===== config.mk =====
export PLATFORM = sky130hd
export DESIGN_NAME = bsa_datapath
export DESIGN_NICKNAME = d
export VERILOG_FILES = /design/src/bsa_pkg.sv /design/src/bsa_alu.sv /design/src/bsa_datapath.sv /design/src/bsa_regfile.sv
export VERILOG_INCLUDE_DIRS = /design/src
export SDC_FILE = /design/constraint.sdc
export NUM_CORES = 1
export LEC_CHECK = 0
export BUFFER_PORTS_ARGS = -buffer_cell sky130_fd_sc_hd__buf_4
export CELL_PAD_IN_SITES_DETAIL_PLACEMENT = 0
export CELL_PAD_IN_SITES_GLOBAL_PLACEMENT = 2
export CORE_MARGIN = 2
export CORE_UTILIZATION = 35
export CTS_BUF_LIST = sky130_fd_sc_hd__clkbuf_4
export DETAILED_ROUTE_END_ITERATION = 6
export PLACE_DENSITY = 0.95
export SYNTH_ARGS = -nofsm -noshare
export SYNTH_HDL_FRONTEND = slang
export SYNTH_SLANG_ARGS = --single-unit
export TNS_END_PERCENT = 30

===== constraint.sdc =====
create_clock -name clk_i -period 10.88 [get_ports clk_i]
set_input_delay 3.264 -clock clk_i [delete_from_list [all_inputs] [get_ports clk_i]]
set_output_delay 3.264 -clock clk_i [all_outputs]
set_load 0.02 [all_outputs]

===== src/bsa_params.svh =====
// Register offsets, field positions and reset values of the slice's bus registers
`ifndef BSA_PARAMS_SVH
`define BSA_PARAMS_SVH

`define BSA_CTRL_OFF 8'h00
`define BSA_STATUS_OFF 8'h04
`define BSA_CTRL_HOLD_BIT 0
`define BSA_CTRL_RESET 1'h0
`define BSA_ST_Q_LSB 0
`define BSA_ST_Y_LSB 4
`define BSA_ST_CARRY_BIT 8
`define BSA_ST_SIGN_BIT 9
`define BSA_ST_HOLD_BIT 10
`define BSA_RESP_OKAY 2'h0
`define BSA_RESP_SLVERR 2'h2

`endif


===== src/bsa_pkg.sv =====
// Types shared by the slice datapath modules
package bsa_pkg;

   typedef enum logic [2:0] {
      BSA_SRC_AQ = 3'h0,
      BSA_SRC_AB = 3'h1,
      BSA_SRC_ZQ = 3'h2,
      BSA_SRC_ZB = 3'h3,
      BSA_SRC_ZA = 3'h4,
      BSA_SRC_DA = 3'h5,
      BSA_SRC_DQ = 3'h6,
      BSA_SRC_DZ = 3'h7
   } bsa_src_t;

   typedef enum logic [2:0] {
      BSA_FN_ADD = 3'h0,
      BSA_FN_SUBR = 3'h1,
      BSA_FN_SUBS = 3'h2,
      BSA_FN_OR = 3'h3,
      BSA_FN_AND = 3'h4,
      BSA_FN_NOTRS = 3'h5,
      BSA_FN_XOR = 3'h6,
      BSA_FN_XNOR = 3'h7
   } bsa_func_t;

   typedef enum logic [2:0] {
      BSA_DST_QREG = 3'h0,
      BSA_DST_NOP = 3'h1,
      BSA_DST_RAMA = 3'h2,
      BSA_DST_RAMF = 3'h3,
      BSA_DST_RAMQD = 3'h4,
      BSA_DST_RAMD = 3'h5,
      BSA_DST_RAMQU = 3'h6,
      BSA_DST_RAMU = 3'h7
   } bsa_dest_t;

   // Microinstruction word: destination in 8..6, function in 5..3, source in 2..0
   typedef struct packed {
      bsa_dest_t dest;
      bsa_func_t func;
      bsa_src_t src;
   } bsa_uinst_t;

endpackage


===== src/bsa_alu.sv =====
// Eight-function ALU with carry lookahead terms
module bsa_alu
   import bsa_pkg::*;
#(
   parameter int W = 4
)
(
   input wire logic [W-1:0] r_i,
   input wire logic [W-1:0] s_i,
   input wire bsa_func_t func_i,
   input wire logic carry_i,
   output logic [W-1:0] f_o,
   output logic carry_o,
   output logic gen_n_o,
   output logic prop_n_o
);

   logic [W-1:0] r_eff;
   logic [W-1:0] s_eff;
   logic [W:0] sum;
   logic [W-1:0] g;
   logic [W-1:0] p;
   logic gg;
   logic pp;

   // Subtraction adds the complement of the subtrahend plus carry
   assign r_eff = (func_i == BSA_FN_SUBR) ? ~r_i : r_i;
   assign s_eff = (func_i == BSA_FN_SUBS) ? ~s_i : s_i;
   assign sum = {1'b0, r_eff} + {1'b0, s_eff} + {{W{1'b0}}, carry_i};
   assign g = r_eff & s_eff;
   assign p = r_eff | s_eff;

   always_comb
   begin
      gg = g[0];
      pp = p[0];
      for (int i = 1; i < W; i++)
      begin
         gg = g[i] | (p[i] & gg);
         pp = pp & p[i];
      end
   end

   always_comb
   begin
      case (func_i)
         BSA_FN_ADD,
         BSA_FN_SUBR,
         BSA_FN_SUBS: f_o = sum[W-1:0];
         BSA_FN_OR: f_o = r_i | s_i;
         BSA_FN_AND: f_o = r_i & s_i;
         BSA_FN_NOTRS: f_o = ~r_i & s_i;
         BSA_FN_XOR: f_o = r_i ^ s_i;
         BSA_FN_XNOR: f_o = ~(r_i ^ s_i);
         default: f_o = '0;
      endcase
   end

   assign carry_o = sum[W];
   assign gen_n_o = ~gg;
   assign prop_n_o = ~pp;

endmodule // bsa_alu


===== src/bsa_datapath.sv =====
// Top of the 4-bit slice datapath with its bus register slave
//
// Design decisions made here: the placing of the registers and the AXI4-Lite interface to the registers.
`include "bsa_params.svh"

module bsa_datapath
   import bsa_pkg::*;
#(
   parameter int W = 4,
   parameter int DEPTH = 16,
   parameter int AW = 4
)
(
   input wire logic clk_i,
   input wire logic rst_i,
   input wire bsa_uinst_t microinstruction_bits_i,
   input wire logic [AW-1:0] a_addr_i,
   input wire logic [AW-1:0] b_addr_i,
   input wire logic [W-1:0] direct_data_i,
   input wire logic carry_input_i,
   input wire logic out_enable_n_i,
   output logic [W-1:0] y_o,
   output logic y_oe_o,
   output logic carry_output_o,
   output logic alu_sign_bit_o,
   output logic gen_n_o,
   output logic prop_n_o,
   input wire logic file_shift_lsb_pin_i,
   output logic file_shift_lsb_pin_o,
   output logic file_shift_lsb_pin_oe_o,
   input wire logic file_shift_msb_pin_i,
   output logic file_shift_msb_pin_o,
   output logic file_shift_msb_pin_oe_o,
   input wire logic aux_shift_lsb_pin_i,
   output logic aux_shift_lsb_pin_o,
   output logic aux_shift_lsb_pin_oe_o,
   input wire logic aux_shift_msb_pin_i,
   output logic aux_shift_msb_pin_o,
   output logic aux_shift_msb_pin_oe_o,
   input wire logic [31:0] s_awaddr_i,
   input wire logic s_awvalid_i,
   output logic s_awready_o,
   input wire logic [31:0] s_wdata_i,
   input wire logic [3:0] s_wstrb_i,
   input wire logic s_wvalid_i,
   output logic s_wready_o,
   output logic [1:0] s_bresp_o,
   output logic s_bvalid_o,
   input wire logic s_bready_i,
   input wire logic [31:0] s_araddr_i,
   input wire logic s_arvalid_i,
   output logic s_arready_o,
   output logic [31:0] s_rdata_o,
   output logic [1:0] s_rresp_o,
   output logic s_rvalid_o,
   input wire logic s_rready_i
);

   logic [W-1:0] port_a;
   logic [W-1:0] port_b;
   logic [W-1:0] q_reg;
   logic [W-1:0] r_op;
   logic [W-1:0] s_op;
   logic [W-1:0] f;
   logic alu_carry;
   logic alu_gen_n;
   logic alu_prop_n;
   logic file_we;
   logic [W-1:0] next_file_word;
   logic q_load;
   logic [W-1:0] next_q;
   logic y_from_a;
   logic hold;
   logic aw_got;
   logic w_got;
   logic [7:0] aw_addr;
   logic [31:0] w_data;
   logic [3:0] w_strb;
   bsa_dest_t dest;

   assign dest = microinstruction_bits_i.dest;

   bsa_regfile #(
      .W(W),
      .DEPTH(DEPTH),
      .AW(AW)
   ) u_regfile (
      .clk_i(clk_i),
      .rst_i(rst_i),
      .we_i(file_we),
      .waddr_i(b_addr_i),
      .wdata_i(next_file_word),
      .raddr_a_i(a_addr_i),
      .raddr_b_i(b_addr_i),
      .rdata_a_o(port_a),
      .rdata_b_o(port_b)
   );

   // Operand pair selection; a zero entry is the inhibited multiplexer
   always_comb
   begin
      case (microinstruction_bits_i.src)
         BSA_SRC_AQ:
         begin
            r_op = port_a;
            s_op = q_reg;
         end
         BSA_SRC_AB:
         begin
            r_op = port_a;
            s_op = port_b;
         end
         BSA_SRC_ZQ:
         begin
            r_op = '0;
            s_op = q_reg;
         end
         BSA_SRC_ZB:
         begin
            r_op = '0;
            s_op = port_b;
         end
         BSA_SRC_ZA:
         begin
            r_op = '0;
            s_op = port_a;
         end
         BSA_SRC_DA:
         begin
            r_op = direct_data_i;
            s_op = port_a;
         end
         BSA_SRC_DQ:
         begin
            r_op = direct_data_i;
            s_op = q_reg;
         end
         BSA_SRC_DZ:
         begin
            r_op = direct_data_i;
            s_op = '0;
         end
         default:
         begin
            r_op = '0;
            s_op = '0;
         end
      endcase
   end

   bsa_alu #(
      .W(W)
   ) u_alu (
      .r_i(r_op),
      .s_i(s_op),
      .func_i(microinstruction_bits_i.func),
      .carry_i(carry_input_i),
      .f_o(f),
      .carry_o(alu_carry),
      .gen_n_o(alu_gen_n),
      .prop_n_o(alu_prop_n)
   );

   // Destination decode: file and Q inputs with their shift multiplexers
   always_comb
   begin
      file_we = 1'b0;
      next_file_word = f;
      q_load = 1'b0;
      next_q = f;
      y_from_a = 1'b0;
      case (dest)
         BSA_DST_QREG:
         begin
            q_load = 1'b1;
         end
         BSA_DST_NOP:
         begin
            q_load = 1'b0;
         end
         BSA_DST_RAMA:
         begin
            file_we = 1'b1;
            y_from_a = 1'b1;
         end
         BSA_DST_RAMF:
         begin
            file_we = 1'b1;
         end
         BSA_DST_RAMQD:
         begin
            file_we = 1'b1;
            next_file_word = {file_shift_msb_pin_i, f[W-1:1]};
            q_load = 1'b1;
            next_q = {aux_shift_msb_pin_i, q_reg[W-1:1]};
         end
         BSA_DST_RAMD:
         begin
            file_we = 1'b1;
            next_file_word = {file_shift_msb_pin_i, f[W-1:1]};
         end
         BSA_DST_RAMQU:
         begin
            file_we = 1'b1;
            next_file_word = {f[W-2:0], file_shift_lsb_pin_i};
            q_load = 1'b1;
            next_q = {q_reg[W-2:0], aux_shift_lsb_pin_i};
         end
         BSA_DST_RAMU:
         begin
            file_we = 1'b1;
            next_file_word = {f[W-2:0], file_shift_lsb_pin_i};
         end
         default:
         begin
            file_we = 1'b0;
         end
      endcase
      if (hold)
      begin
         file_we = 1'b0;
         q_load = 1'b0;
      end
   end

   always_ff @(posedge clk_i)
   begin
      if (rst_i)
      begin
         q_reg <= '0;
      end
      else if (q_load)
      begin
         q_reg <= next_q;
      end
   end

   // Result and status outputs, registered
   always_ff @(posedge clk_i)
   begin
      if (rst_i)
      begin
         y_o <= '0;
         y_oe_o <= 1'b0;
         carry_output_o <= 1'b0;
         alu_sign_bit_o <= 1'b0;
         gen_n_o <= 1'b1;
         prop_n_o <= 1'b1;
      end
      else
      begin
         y_o <= y_from_a ? port_a : f;
         y_oe_o <= ~out_enable_n_i;
         carry_output_o <= alu_carry;
         alu_sign_bit_o <= f[W-1];
         gen_n_o <= alu_gen_n;
         prop_n_o <= alu_prop_n;
      end
   end

   // Shift pin drivers: down shifts drive the LSB pins, up shifts the MSB pins
   always_ff @(posedge clk_i)
   begin
      if (rst_i)
      begin
         file_shift_lsb_pin_o <= 1'b0;
         file_shift_lsb_pin_oe_o <= 1'b0;
         file_shift_msb_pin_o <= 1'b0;
         file_shift_msb_pin_oe_o <= 1'b0;
         aux_shift_lsb_pin_o <= 1'b0;
         aux_shift_lsb_pin_oe_o <= 1'b0;
         aux_shift_msb_pin_o <= 1'b0;
         aux_shift_msb_pin_oe_o <= 1'b0;
      end
      else
      begin
         file_shift_lsb_pin_o <= f[0];
         aux_shift_lsb_pin_o <= q_reg[0];
         file_shift_msb_pin_o <= f[W-1];
         aux_shift_msb_pin_o <= q_reg[W-1];
         file_shift_lsb_pin_oe_o <= (dest == BSA_DST_RAMQD) || (dest == BSA_DST_RAMD);
         aux_shift_lsb_pin_oe_o <= (dest == BSA_DST_RAMQD) || (dest == BSA_DST_RAMD);
         file_shift_msb_pin_oe_o <= (dest == BSA_DST_RAMQU) || (dest == BSA_DST_RAMU);
         aux_shift_msb_pin_oe_o <= (dest == BSA_DST_RAMQU) || (dest == BSA_DST_RAMU);
      end
   end

   // Bus write address and data are taken in either order
   always_ff @(posedge clk_i)
   begin
      if (rst_i)
      begin
         aw_got <= 1'b0;
         s_awready_o <= 1'b0;
         aw_addr <= 8'h00;
      end
      else if (s_awvalid_i && s_awready_o)
      begin
         aw_got <= 1'b1;
         s_awready_o <= 1'b0;
         aw_addr <= s_awaddr_i[7:0];
      end
      else if (s_bvalid_o && s_bready_i)
      begin
         aw_got <= 1'b0;
         s_awready_o <= 1'b1;
      end
      else if (!aw_got)
      begin
         s_awready_o <= 1'b1;
      end
   end

   always_ff @(posedge clk_i)
   begin
      if (rst_i)
      begin
         w_got <= 1'b0;
         s_wready_o <= 1'b0;
         w_data <= 32'h0000_0000;
         w_strb <= 4'h0;
      end
      else if (s_wvalid_i && s_wready_o)
      begin
         w_got <= 1'b1;
         s_wready_o <= 1'b0;
         w_data <= s_wdata_i;
         w_strb <= s_wstrb_i;
      end
      else if (s_bvalid_o && s_bready_i)
      begin
         w_got <= 1'b0;
         s_wready_o <= 1'b1;
      end
      else if (!w_got)
      begin
         s_wready_o <= 1'b1;
      end
   end

   // Write commit and response; status is read-only and ignores writes
   always_ff @(posedge clk_i)
   begin
      if (rst_i)
      begin
         hold <= `BSA_CTRL_RESET;
         s_bvalid_o <= 1'b0;
         s_bresp_o <= `BSA_RESP_OKAY;
      end
      else if (aw_got && w_got && !s_bvalid_o)
      begin
         s_bvalid_o <= 1'b1;
         s_bresp_o <= `BSA_RESP_OKAY;
         if (aw_addr == `BSA_CTRL_OFF)
         begin
            if (w_strb[0])
            begin
               hold <= w_data[`BSA_CTRL_HOLD_BIT];
            end
         end
         else if (aw_addr != `BSA_STATUS_OFF)
         begin
            s_bresp_o <= `BSA_RESP_SLVERR;
         end
      end
      else if (s_bvalid_o && s_bready_i)
      begin
         s_bvalid_o <= 1'b0;
      end
   end

   always_ff @(posedge clk_i)
   begin
      if (rst_i)
      begin
         s_arready_o <= 1'b0;
         s_rvalid_o <= 1'b0;
         s_rdata_o <= 32'h0000_0000;
         s_rresp_o <= `BSA_RESP_OKAY;
      end
      else if (s_arvalid_i && s_arready_o)
      begin
         s_arready_o <= 1'b0;
         s_rvalid_o <= 1'b1;
         s_rdata_o <= 32'h0000_0000;
         s_rresp_o <= `BSA_RESP_OKAY;
         if (s_araddr_i[7:0] == `BSA_CTRL_OFF)
         begin
            s_rdata_o[`BSA_CTRL_HOLD_BIT] <= hold;
         end
         else if (s_araddr_i[7:0] == `BSA_STATUS_OFF)
         begin
            s_rdata_o[`BSA_ST_Q_LSB +: W] <= q_reg;
            s_rdata_o[`BSA_ST_Y_LSB +: W] <= y_o;
            s_rdata_o[`BSA_ST_CARRY_BIT] <= carry_output_o;
            s_rdata_o[`BSA_ST_SIGN_BIT] <= alu_sign_bit_o;
            s_rdata_o[`BSA_ST_HOLD_BIT] <= hold;
         end
         else
         begin
            s_rresp_o <= `BSA_RESP_SLVERR;
         end
      end
      else if (s_rvalid_o && s_rready_i)
      begin
         s_rvalid_o <= 1'b0;
         s_arready_o <= 1'b1;
      end
      else if (!s_rvalid_o)
      begin
         s_arready_o <= 1'b1;
      end
   end

endmodule // bsa_datapath


===== src/bsa_regfile.sv =====
// Two-read one-write register file of the slice
module bsa_regfile
   import bsa_pkg::*;
#(
   parameter int W = 4,
   parameter int DEPTH = 16,
   parameter int AW = 4
)
(
   input wire logic clk_i,
   input wire logic rst_i,
   input wire logic we_i,
   input wire logic [AW-1:0] waddr_i,
   input wire logic [W-1:0] wdata_i,
   input wire logic [AW-1:0] raddr_a_i,
   input wire logic [AW-1:0] raddr_b_i,
   output logic [W-1:0] rdata_a_o,
   output logic [W-1:0] rdata_b_o
);

   logic [W-1:0] mem [DEPTH];

   // Reads see the words as they stood before this edge's write
   assign rdata_a_o = mem[raddr_a_i];
   assign rdata_b_o = mem[raddr_b_i];

   always_ff @(posedge clk_i)
   begin
      if (rst_i)
      begin
         for (int i = 0; i < DEPTH; i++)
         begin
            mem[i] <= '0;
         end
      end
      else if (we_i)
      begin
         mem[waddr_i] <= wdata_i;
      end
   end

endmodule // bsa_regfile


==> impl_metrics.ini <==
[finish]
regMostFlops = u_regfile.mem
syn_to_final_growth_pct = 14.7
fin_util_pct = 41.2
largest_registers = u_regfile.mem: 64 flops, s_rdata_o: 11 flops, aw_addr: 8 flops
nets = 870
largest_reg_flops = 64
nFillCells = 1801
drive_gt1_share_pct = 21.6

[placed_design]
port_buffers = 86
routabilityCongestion = 0.843
dp_hpwl_um = 12600

[synth]
ys_seq_area_share_pct = 44.5
yosysTopAreaCell = edfxtp_1
syn_area_um2 = 6520
synthFlopType = edfxtp_1
yosys_warnings = 0
avgSynthCellArea_um2 = 10.0
synth_cell_type_count = 65
synthTopCellsByArea = edfxtp_1, dfxtp_1, mux2i_1
ys_async_sr_fraction_pct = 0
ys_top_cells_by_count = nor2_1, nand2_1, edfxtp_1, dfxtp_1, mux2i_1
synthCells = 651
synth_top_cell_area_share_pct = 29.5
yosysMostFrequentCell = nor2_1
synth.ff_latch_count = 113
synth_edf_count = 64

[global_route]
grt-ovfl-total = 0
met1_usage_pct = 22.9
grt_usage_pct = 17.2
groute.layer.met2.usage_pct = 27.6
grt_pass1_wl_um = 26000
first_global_vias = 4746
grt_util_met3_pct = 4.55
antenna_found_initial = 1
grt-busiest-layer = met2
grt_max_degree = 58

[clock_network]
clk_latency_ns = 0.53
clockRootBuffer = clkbuf_4
numCtsBuffers = 17
htreeDepth = 4
cts.sinks = 113
clockBufferDepth = 2
holdBufCountCts = 0
cts.repair.resized = 0
cts_tree = done
postCtsSetupBuffers = 0
clkTransAtPathRegs_ns = 0.10

[die]
ios = 192
core_um2 = 18100
initial_core_util_pct = 35.9
dieArea_um2 = 19700
std_cell_rows = 49
die_y_um = 140
die_w_um = 140

[detailed_routing]
via_per_inst = 5.18
wl_per_cell_um = 17.4
ant_nets = 0
dr.pass1.iters = 5
wl_um = 16700
first_iter_violations = 496
num_vias = 5000
drc = 0

[sta]
fin_worst_skew_ns = 0.0195
rsz0062_at_grt = false
timing.final.crit_period_ns = 7.54
final_max_slew_viol_count = 0
slew_headroom_pct = 26.2
fmax_mhz = 133
fin_setup_tns_ns = 0
setup_viol = 0
worst_slew_pin_slew_ns = 1.10
period_share_pct = 69.3
hold_violations = 0

[critical_path]
cp_max_fo = 21
critPathArrivalTime_ns = 7.78
crit_chain = buf_4 -> nor2b_1 -> a22oi_1 -> nand3_1 -> o21ai_0 -> a21boi_0 -> xnor2_1 -> inv_1 -> fa_1 -> fa_1 -> xnor2_1 -> a22oi_1 -> a31oi_1 -> a21oi_2 -> nor2_1
worst_setup_path_start_kind = primary input
max_stage_delay_ns = 0.78
worstSetupEndpointType = register
required_ns = 11.12
crit_slowest_cell = a21oi_2
rrSetupSlack_ns = 6.11
path_class = primary input to register

[min_path]
holdCritPathClass = register to register

[pwr]
p_switching_uw = 326
swShare_pct = 30.4
ir_worst_vdd_uv = 54.9
comb_power_share_pct = 21.8
p_int_uw = 747
power.leakage_nw = 3.02
seqPwrFrac_pct = 45.5
p_clk_share_pct = 32.7
powerDensity_nw_per_um2 = 143

[job]
max-cap-violations = 0

[run_status]
outcome = finished clean
## kinds of logic after synthesis
| family | count (synthesis) | share of synthesized area (%) |
|---|---|---|
| AOI/OAI and AO/OA | 117 | 12.6 |
| DFF | 113 | 44.5 |
| other | 1 | 0.0575 |
| muxes | 60 | 12.7 |
| buffers and inverters | 78 | 7.16 |
| adders and majority gates | 14 | 2.92 |
| and+or+nand+nor | 250 | 17.7 |
| xor gates and xnor gates | 18 | 2.42 |
## placed cells by master, fill, tap and decap left out, drive strengths merged, types with 3 or more instances in the layout
cell type,instances
nor2,96
buf,87
nand2,79
edfxtp,64
dfxtp,49
mux2i,36
a21oi,36
nand2b,23
conb,23
inv,21
clkbuf,18
mux4,17
nor2b,14
o21ai,14
ha,12
xor2,10
a22o,10
nor3,9
a22oi,8
xnor2,8
a211oi,8
mux2,7
nand3,7
clkinv,6
o22ai,5
o211ai,5
a31oi,5
nor3b,4
a21o,4
clkinvlp,4
bufinv,4
and2,3
nand4,3
o21a,3
or3,3
## power by group through the flow
stage          Clock (mW)  Sequential (mW)  Combinational [mW]
2_1_floorplan           0            0.500               0.165
3_3_place_gp            0            0.497               0.232
3_5_place_dp            0            0.498               0.233
4_1_cts             0.356            0.488               0.234
5_1_grt             0.378            0.490               0.256
6_report            0.351            0.488               0.234
## final cells by class
type	instances	area (µm²)	area share, %
antenna	1	2.50	0.0335
clock buffer	18	135	1.81
clock inverter	14	189	2.53
inverter	21	78.8	1.05
multi-input combinational	482	3230	43.2
sequential	113	2900	38.8
tap	229	287	3.83
timing repair buffer	87	653	8.73
## worst paths after layout
path,startpoint,end,cells past startpoint
max reg2reg,u_regfile.mem[8][0],u_regfile.mem[7][3],14
max,a_addr_i[0],u_regfile.mem[7][3],15
min reg2reg,aw_addr[3],aw_addr[3],2
min,aw_addr[3],aw_addr[3],2
## per-layer routing
layer / wire (µm) / vias to the layer above / share of wire (%)
met5: 0 / - / 0
met4: 271 / 0 / 1.6
met3: 1050 / 18 / 6.3
met2: 7930 / 184 / 47
met1: 7500 / 2379 / 45
li1: - / 2419 / -
## through the flow
stage          cell area, µm²  std cells  worst slack [ns]  total power, mW  hold slack [ns]
2_1_floorplan            6600        673              4.05            0.665            0.431
3_3_place_gp             7150        932              2.84            0.729            0.444
3_5_place_dp             7150        932              2.81            0.730            0.450
5_1_grt                  7480        965              2.92             1.12            0.482
6_report                 7480        965              3.34             1.07            0.461
4_1_cts                  7480        964              3.38             1.08            0.464
## worst max-delay path, delay by kind of cell
kind,cells,cell delay [ns]
compound gates,6,2.13
xor+xnor,2,0.36
fa+ha+maj,2,0.92
buf+inv,2,0.42
simple gates,3,0.65
Power figures use the tool's default switching activity.
